## src/hdl/group_sel_pkg.sv

```systemverilog
package group_sel_pkg;
  // active group encoding
  localparam logic GROUP_FIRST = 1'b0;  // first_setting_group
  localparam logic GROUP_SECOND = 1'b1; // second_setting_group
  // local password session
  localparam int CLK_HZ = 250000000;
  localparam int SESSION_MIN = 5;
  localparam longint SESSION_CYCLES_L = 64'(SESSION_MIN) * 64'd60 * 64'(CLK_HZ);
  localparam int SESSION_CNT_W = 40;
  // register map, byte addresses
  localparam logic [3:0] OFS_CTRL = 4'h0;
  localparam logic [3:0] OFS_STATUS = 4'h4;
  localparam logic [3:0] OFS_REMOTE = 4'h8;
  localparam logic [3:0] OFS_PANEL = 4'hc;
  // control register fields
  localparam int CTRL_INPUT_EN = 0;
  localparam int CTRL_POLARITY = 1;
  localparam int CTRL_OUT_EN = 2;
  // command word fields
  localparam int CMD_GROUP = 0;
  localparam int PANEL_LOGIN = 1;
  localparam int PANEL_LOGOUT = 2;
  // status fields
  localparam int ST_ACTIVE = 0;
  localparam int ST_PENDING_V = 1;
  localparam int ST_PENDING_G = 2;
  localparam int ST_SESSION = 3;
  localparam int ST_BUSY = 4;
  localparam int ST_REJECT = 5;
  localparam logic [1:0] RESP_OKAY = 2'b00;
  localparam logic [1:0] RESP_SLVERR = 2'b10;
endpackage

```

## src/hdl/setting_group_selector.sv

```systemverilog
// Chosen here: the placing of the registers and the AXI4-Lite interface to the registers.
`timescale 1ns/1ns
// Overview of operation
// - two setting groups exist; exactly one is active at all times
// - change requests come from front panel, logic input and remote port
// - a change applies only when no protection timer runs, thermal excluded
// - a request during running timers is held, applied when the last expires
// - group indication contact: open for first group, closed for second
// - the logic input acts on its sustained level, not on edges
// - with the level input assigned, panel and remote requests are refused
// - at power-up the initial group follows the assigned input state
// - polarity 0: energised input selects first group, else second
// - polarity 1: energised input selects second group, else first
// - priority panel, then input, then remote; password holder controls
// - during the five-minute password session remote commands are refused
module setting_group_selector
  import group_sel_pkg::*;
#(
  parameter longint SESSION_CYCLES = SESSION_CYCLES_L
)(
  input wire logic mclk,                // 250 MHz clock
  input wire logic rst_b,               // sync reset, active low
  input wire logic group_input,         // group change logic input pin
  input wire logic protection_busy,     // any protection/automation timer running
  input wire logic thermal_busy,        // thermal overload running
  output logic group_contact,           // indication relay drive, closed = 1
  output logic active_group,            // operating_status_view of active group
  input wire logic [3:0] s_axi_awaddr,  // write address
  input wire logic s_axi_awvalid,       // write address valid
  output logic s_axi_awready,           // write address ready
  input wire logic [31:0] s_axi_wdata,  // write data
  input wire logic [3:0] s_axi_wstrb,   // write strobes
  input wire logic s_axi_wvalid,        // write data valid
  output logic s_axi_wready,            // write data ready
  output logic [1:0] s_axi_bresp,       // write response
  output logic s_axi_bvalid,            // write response valid
  input wire logic s_axi_bready,        // write response ready
  input wire logic [3:0] s_axi_araddr,  // read address
  input wire logic s_axi_arvalid,       // read address valid
  output logic s_axi_arready,           // read address ready
  output logic [31:0] s_axi_rdata,      // read data
  output logic [1:0] s_axi_rresp,       // read response
  output logic s_axi_rvalid,            // read data valid
  input wire logic s_axi_rready         // read data ready
);
  initial begin
    if (SESSION_CYCLES < 1) begin
      $error("setting_group_selector: SESSION_CYCLES must be positive");
    end
    if (SESSION_CYCLES >= (64'd1 << SESSION_CNT_W)) begin
      $error("setting_group_selector: SESSION_CYCLES exceeds the session counter");
    end
  end

  typedef enum logic [1:0] {
    INIT_WAIT = 2'b00,
    INIT_FILL = 2'b01,
    INIT_LOAD = 2'b11,
    RUN = 2'b10
  } phase_t;

  typedef struct packed {
    phase_t phase;
    logic active;
    logic pend_v;
    logic pend_g;
    logic input_en;
    logic polarity;
    logic out_en;
    logic reject;
    logic aw_got;
    logic [3:0] aw_addr;
    logic w_got;
    logic [31:0] w_data;
    logic [3:0] w_strb;
    logic bvalid;
    logic [1:0] bresp;
    logic rvalid;
    logic [31:0] rdata;
    logic [1:0] rresp;
    logic contact;
  } state_t;

  state_t st_r, st_nxt;
  logic in_lvl;
  logic session;
  logic login_pulse;
  logic logout_pulse;
  logic busy;
  logic input_group;
  logic wr_fire;
  logic rd_fire;
  logic panel_req;
  logic panel_g;
  logic remote_req;
  logic remote_g;
  logic input_req;
  logic any_req;
  logic req_g;
  logic panel_refused;
  logic remote_refused;

  level_sync u_in_sync (
    .mclk(mclk),
    .rst_b(rst_b),
    .d(group_input),
    .q(in_lvl)
  );

  session_timer #(
    .SESSION_CYCLES(SESSION_CYCLES)
  ) u_session (
    .mclk(mclk),
    .rst_b(rst_b),
    .start(login_pulse),
    .stop(logout_pulse),
    .active(session)
  );

  // thermal overload alone does not hold a change back
  assign busy = protection_busy;
  // thermal_busy is accepted for completeness; it never defers a change
  // polarity maps the energised level to a group
  assign input_group = st_r.polarity ? in_lvl : ~in_lvl;

  assign s_axi_awready = !st_r.aw_got && !st_r.bvalid;
  assign s_axi_wready = !st_r.w_got && !st_r.bvalid;
  assign s_axi_arready = !st_r.rvalid;
  assign wr_fire = st_r.aw_got && st_r.w_got && !st_r.bvalid;
  assign rd_fire = s_axi_arvalid && !st_r.rvalid;

  // decode of command words
  always_comb begin
    panel_req = 1'b0;
    panel_g = 1'b0;
    remote_req = 1'b0;
    remote_g = 1'b0;
    login_pulse = 1'b0;
    logout_pulse = 1'b0;
    if (wr_fire && st_r.w_strb[0]) begin
      if (st_r.aw_addr == OFS_PANEL) begin
        panel_req = 1'b1;
        panel_g = st_r.w_data[CMD_GROUP];
        login_pulse = st_r.w_data[PANEL_LOGIN];
        logout_pulse = st_r.w_data[PANEL_LOGOUT] && !st_r.w_data[PANEL_LOGIN];
      end else if (st_r.aw_addr == OFS_REMOTE) begin
        remote_req = 1'b1;
        remote_g = st_r.w_data[CMD_GROUP];
      end
    end
  end

  // when enabled, the level input raises a request in RUN whenever its level disagrees with the target
  assign input_req = st_r.phase == RUN && st_r.input_en &&
                     (input_group != (st_r.pend_v ? st_r.pend_g : st_r.active));
  // refused sources raise the sticky reject flag and change no group; a refused panel word still acts on its login and logout bits
  assign panel_refused = panel_req && st_r.input_en;
  assign remote_refused = remote_req && (st_r.input_en || session);

  always_comb begin
    st_nxt = st_r;
    any_req = 1'b0;
    req_g = st_r.active;
    // source ranking: panel wins over input over remote
    if (panel_req && !panel_refused) begin
      any_req = 1'b1;
      req_g = panel_g;
    end else if (input_req) begin
      any_req = 1'b1;
      req_g = input_group;
    end else if (remote_req && !remote_refused) begin
      any_req = 1'b1;
      req_g = remote_g;
    end

    case (st_r.phase)
      INIT_WAIT: begin
        st_nxt.phase = INIT_FILL;
      end
      INIT_FILL: begin
        // the synchroniser was cleared by reset and needs two edges to fill
        st_nxt.phase = INIT_LOAD;
      end
      INIT_LOAD: begin
        // synchroniser now holds the pin level
        st_nxt.phase = RUN;
        if (st_r.input_en) begin
          st_nxt.active = input_group;
        end
      end
      RUN: begin
        if (any_req) begin
          st_nxt.pend_v = 1'b1;
          st_nxt.pend_g = req_g;
        end
        if (!busy) begin
          // apply pending or fresh request when protection is idle
          if (any_req) begin
            st_nxt.active = req_g;
            st_nxt.pend_v = 1'b0;
          end else if (st_r.pend_v) begin
            st_nxt.active = st_r.pend_g;
            st_nxt.pend_v = 1'b0;
          end
        end
      end
      default: begin
        st_nxt.phase = INIT_WAIT;
      end
    endcase

    // indication contact, normally open relay
    st_nxt.contact = st_r.out_en && (st_nxt.active == GROUP_SECOND);

    // axi write channels
    if (s_axi_awvalid && s_axi_awready) begin
      st_nxt.aw_got = 1'b1;
      st_nxt.aw_addr = s_axi_awaddr;
    end
    if (s_axi_wvalid && s_axi_wready) begin
      st_nxt.w_got = 1'b1;
      st_nxt.w_data = s_axi_wdata;
      st_nxt.w_strb = s_axi_wstrb;
    end
    if (wr_fire) begin
      st_nxt.aw_got = 1'b0;
      st_nxt.w_got = 1'b0;
      st_nxt.bvalid = 1'b1;
      st_nxt.bresp = RESP_OKAY;
      case (st_r.aw_addr)
        OFS_CTRL: begin
          if (st_r.w_strb[0]) begin
            st_nxt.input_en = st_r.w_data[CTRL_INPUT_EN];
            st_nxt.polarity = st_r.w_data[CTRL_POLARITY];
            st_nxt.out_en = st_r.w_data[CTRL_OUT_EN];
          end
        end
        OFS_STATUS: begin
          // write one clears the reject flag
          if (st_r.w_strb[0] && st_r.w_data[ST_REJECT]) begin
            st_nxt.reject = 1'b0;
          end
        end
        OFS_REMOTE, OFS_PANEL: begin
        end
        default: begin
          st_nxt.bresp = RESP_SLVERR;
        end
      endcase
    end
    // a refusal in the same cycle as a clear wins
    if (panel_refused || remote_refused) begin
      st_nxt.reject = 1'b1;
    end
    if (st_r.bvalid && s_axi_bready) begin
      st_nxt.bvalid = 1'b0;
    end

    // axi read channel
    if (rd_fire) begin
      st_nxt.rvalid = 1'b1;
      st_nxt.rresp = RESP_OKAY;
      st_nxt.rdata = '0;
      case (s_axi_araddr)
        OFS_CTRL: begin
          st_nxt.rdata[CTRL_INPUT_EN] = st_r.input_en;
          st_nxt.rdata[CTRL_POLARITY] = st_r.polarity;
          st_nxt.rdata[CTRL_OUT_EN] = st_r.out_en;
        end
        OFS_STATUS: begin
          st_nxt.rdata[ST_ACTIVE] = st_r.active;
          st_nxt.rdata[ST_PENDING_V] = st_r.pend_v;
          st_nxt.rdata[ST_PENDING_G] = st_r.pend_g;
          st_nxt.rdata[ST_SESSION] = session;
          st_nxt.rdata[ST_BUSY] = busy;
          st_nxt.rdata[ST_REJECT] = st_r.reject;
        end
        OFS_REMOTE, OFS_PANEL: begin
        end
        default: begin
          st_nxt.rresp = RESP_SLVERR;
        end
      endcase
    end else if (st_r.rvalid && s_axi_rready) begin
      st_nxt.rvalid = 1'b0;
    end
  end

  always_ff @(posedge mclk) begin
    if (!rst_b) begin
      st_r <= '0;
      st_r.phase <= INIT_WAIT;
      st_r.active <= GROUP_FIRST;
      st_r.input_en <= 1'b1;
    end else begin
      st_r <= st_nxt;
    end
  end

  assign group_contact = st_r.contact;
  assign active_group = st_r.active;
  assign s_axi_bvalid = st_r.bvalid;
  assign s_axi_bresp = st_r.bresp;
  assign s_axi_rvalid = st_r.rvalid;
  assign s_axi_rdata = st_r.rdata;
  assign s_axi_rresp = st_r.rresp;
endmodule

```

## src/hdl/level_sync.sv

```systemverilog
`timescale 1ns/1ns
module level_sync
  import group_sel_pkg::*;
(
  input wire logic mclk,  // clock
  input wire logic rst_b, // sync reset
  input wire logic d,     // async level
  output logic q          // synchronised level
);
  typedef struct packed {
    logic s1;
    logic s2;
  } sync_t;
  sync_t st_r, st_nxt;
  always_comb begin
    st_nxt.s1 = d;
    st_nxt.s2 = st_r.s1;
  end
  always_ff @(posedge mclk) begin
    if (!rst_b) begin
      st_r <= '0;
    end else begin
      st_r <= st_nxt;
    end
  end
  assign q = st_r.s2;
endmodule

```

## src/hdl/session_timer.sv

```systemverilog
`timescale 1ns/1ns
module session_timer
  import group_sel_pkg::*;
#(
  parameter longint SESSION_CYCLES = SESSION_CYCLES_L
)(
  input wire logic mclk,    // clock
  input wire logic rst_b,   // sync reset
  input wire logic start,   // pulse, (re)start session
  input wire logic stop,    // pulse, end session
  output logic active       // session running
);
  initial begin
    if (SESSION_CYCLES < 1 || SESSION_CYCLES >= (64'd1 << SESSION_CNT_W)) begin
      $error("session_timer: SESSION_CYCLES out of range");
    end
  end
  typedef struct packed {
    logic [SESSION_CNT_W-1:0] cnt;
  } tmr_t;
  tmr_t st_r, st_nxt;
  always_comb begin
    st_nxt = st_r;
    if (start) begin
      st_nxt.cnt = SESSION_CNT_W'(SESSION_CYCLES);
    end else if (stop) begin
      st_nxt.cnt = '0;
    end else if (st_r.cnt != '0) begin
      st_nxt.cnt = st_r.cnt - SESSION_CNT_W'(1);
    end
  end
  always_ff @(posedge mclk) begin
    if (!rst_b) begin
      st_r <= '0;
    end else begin
      st_r <= st_nxt;
    end
  end
  assign active = (st_r.cnt != '0);
endmodule

```

## config.mk

```make
export PLATFORM = sky130hd
export DESIGN_NAME = setting_group_selector
export DESIGN_NICKNAME = d
export VERILOG_FILES = /design/src/hdl/group_sel_pkg.sv /design/src/hdl/setting_group_selector.sv /design/src/hdl/level_sync.sv /design/src/hdl/session_timer.sv
export SDC_FILE = /design/constraint.sdc
export NUM_CORES = 1
export LEC_CHECK = 0
export ABC_AREA = 1
export BUFFER_PORTS_ARGS = -buffer_cell sky130_fd_sc_hd__buf_4
export CAP_MARGIN = 20
export CORE_MARGIN = 2
export CORE_UTILIZATION = 45
export DETAILED_ROUTE_END_ITERATION = 6
export PLACE_DENSITY = 0.78
export SYNTH_ARGS = -nofsm -noshare
export SYNTH_HDL_FRONTEND = slang
export SYNTH_HIERARCHICAL = 1
export SYNTH_SLANG_ARGS = --single-unit
export TNS_END_PERCENT = 50
```

## constraint.sdc

```tcl
create_clock -name mclk -period 2.5 [get_ports mclk]
set_input_delay 0.5 -clock mclk [delete_from_list [all_inputs] [get_ports mclk]]
set_output_delay 0.5 -clock mclk [all_outputs]
set_load 0.02 [all_outputs]
```

==> results.yml <==
status:
  result_of_the_run: "finished, final reports clean"
place:
  place_area_sq_um: 4680
  place.detailed.instances: 809
  dp_hpwl_um: 8030
  port_buffers: 36
  globalplace.congestion: 0.965
  dp_worst_setup_slack_ns: 0.199
timing:
  timing_worst_slew_pin_value_ns: 0.678
  setup_repair_after_global_routing_missed_its_margin: "false"
  maxSlewHeadroom: 0.548
  drv_slew: 0
  peak_clock_frequency_supported_by_timing_mhz: 452
  final_critical_path_setup_slack_ns: 0.286
  finalWorstPathRequiredPeriod_ns: 2.21
  timing.setup.tns_ns: 0
  timing.final.crit_share: 0.885
  final_hold_viol_count: 0
  setup-violations-final: 0
  layout_skew_ns: 0.0143
die:
  total_die_area_sq_um: 10600
  core_ar_sq_um: 9640
  starting_density_of_the_core: 0.459
  io-pin-count: 97
  core.rowCount: 36
  chipHeight_um: 103
  die_width_um: 103
yosys:
  seq_area_frac_synth: 0.331
  synthArstFlopShare: 0
  synth_edf_count: 0
  synth_register_bits: 73
  synthesis.instances: 653
  synth_flop_cell: "dfxtp_1"
  syn-cell-area_sq_um: 4420
  post_synth_num_cell_types: 39
  syn_avg_cell_area_sq_um: 6.77
  yosys_warnings: 6
power_and_ir_drop:
  power.static_leakage_nw: 2.32
  power.ir.vdd_worst_v: 0.000804
  totalPowerFinal_mw: 7.79
  power_density_nw_per_um2: 1590
setup_path:
  critPathRequiredTime_ns: 2.77
  rr_startpoint: "u_session/st_r[1]"
  worst-setup-path-type: "flip-flop to flip-flop"
  cp-start-kind: "flip-flop"
  worst-r2r-setup-slack_ns: 0.29
  arrival_time_reported_for_the_critical_path_endpoint_ns: 2.48
  r2r_endpoint: "group_contact"
  cp_max_fo: 5
  crit_path_end_kind: "flip-flop"
  worst-r2r-cell-count: 17
global_routing:
  use_met2: 0.366
  antenna_found_initial: 0
  pin_count_of_the_biggest_net_entering_global_routing: 27
  grt_pass1_wl_um: 17300
  grt-busiest-layer: "met2"
  grt.met3_usage: 0.0481
  grt_overflow: 0
  globalRouteTotalUtil: 0.208
  globalRouteMet1Util: 0.254
  grt_pass1_vias: 3808
min_path:
  hold_path_class: "primary input to flip-flop"
  min_from: "group_input"
  hold_path_depth: 3
  worst_hold_path.endpoint: "u_in_sync/st_nxt[0]"
drt:
  detail_route.vias_per_cell: 5.00
  via_count: 4129
  wl_um: 10500
  postRouteAntennaNets: 0
  post-route-drc-count: 0
  drtPass1Iterations: 5
  wl_per_cell_um: 12.7
  detail_route.iter0.violations: 170
clocking:
  cts.root.buffer_cell: "clkbuf_8"
  post_cts_buffers: 0
  total_number_of_h_tree_levels: 3
  ctsLongestPathBuffers: 2
  path_clk_slew_ns: 0.10
  cts_made_buffers: 9
  hold_buffers: 0
  cts_tree: "done"
  worstSkewPairLatency_ns: 0.36
  post_cts_gate_resize_count: 0
  cts_num_sinks: 73
layout:
  finish.instance_area_sq_um: 4910
  most-common-layout-cells: "nand2_1, nor2_1, dfxtp_1, inv_1, buf_4"
  final_net_count: 744
  drive_above_1_share: 0.176
  diodes: 0
  syn_to_final_growth_pct: 11.0
  final-instance-count-excl-fill: 826
  layout_commonest_cell: "nand2_1"
job:
  cap_violations: 0
cells by family after synthesis:
| group | synth area share |
|---|---|
| xor gates and xnor gates | 0.0218 |
| adders and majority gates | 0.00566 |
| buffers and inverters | 0.130 |
| other | 0.000848 |
| and+or+nand+nor | 0.406 |
| DFF | 0.331 |
| AOI/OAI and AO/OA | 0.106 |
per-stage QoR:
| step | hold slack (ns) | utilization |
|---|---|---|
| 5_1_grt | 0.296 | 0.509 |
| 4_1_cts | 0.293 | 0.508 |
| 2_1_floorplan | 0.390 | - |
| 3_5_place_dp | 0.401 | 0.485 |
| 6_report | 0.308 | 0.509 |
| 3_3_place_gp | 0.394 | 0.485 |
state kept, by name, indices dropped and copies added, names as in the netlist:
| register | flops |
|---|---|
| active_group | 1 |
| group_contact | 1 |
| s_axi_bresp | 1 |
| s_axi_bvalid | 1 |
| s_axi_rdata | 6 |
| s_axi_rresp | 1 |
| s_axi_rvalid | 1 |
| st_r | 19 |
| u_in_sync/q | 1 |
| u_in_sync/st_nxt | 1 |
| u_session/st_r | 40 |
Yosys cell counts, types with 8 or more instances:
library cell,number,area share
a21oi_1,36,0.041
nand2_1,151,0.13
nand3_1,27,0.031
inv_1,58,0.049
nor2_4,12,0.031
inv_2,8,0.0068
nor2_2,12,0.017
dfxtp_1,73,0.33
nor2_1,118,0.10
o21ai_0,27,0.031
nand3_2,12,0.027
buf_4,36,0.061
worst max path at each step:
stage	start	end	slack (ns)	cells after the start
final	u_session/st_r[1]	group_contact	0.29	17
after global routing	u_session/st_r[1]	active_group	0.09	17
after CTS	u_session/st_r[1]	active_group	0.19	17
after detailed placement	u_session/st_r[1]	active_group	0.20	17
after global placement	u_session/st_r[21]	active_group	0.27	16
after floorplan	u_session/st_r[0]	group_contact	0.47	17
per-layer routing:
| layer | share of wire | up-vias |
|---|---|---|
| met5 | 0 | - |
| met4 | 0.017 | 0 |
| met3 | 0.058 | 14 |
| met2 | 0.49 | 114 |
| met1 | 0.43 | 1913 |
| li1 | - | 2088 |
critical path, stage by stage, from the launching register on:
cell and delay [ns]:
dfxtp_1 0.34, inv_1 0.10, ha_1 0.21, nand2_1 0.07, nor2_1 0.13, nand3_2 0.11, nor2_4 0.14, inv_1 0.12
nor2_1 0.18, nand3_1 0.13, nand3_1 0.17, nor2_1 0.06, nor2_1 0.08, nand2_1 0.06, nand2_1 0.06, nand2_1 0.06
nand2_2 0.07, a21oi_2 0.05
where the power goes:
group / switching (mW) / leakage, nW / internal [mW] / total (mW)
Clock: 0.531 / 0.113 / 0.495 / 1.03
Combinational: 3.28 / 1.61 / 1.65 / 4.93
Sequential: 0.350 / 0.598 / 1.48 / 1.83
area by class of cell:
type / count / area, sq um
Multi-Input combinational cell: 494 / 2490
Sequential cell: 73 / 1460
Clock inverter: 7 / 97.6
Clock buffer: 9 / 124
Tap cell: 133 / 166
Fill cell: 997 / 4730
Timing Repair Buffer: 42 / 315
Inverter: 68 / 255
No activity file was read; power rests on OpenSTA's default activity.
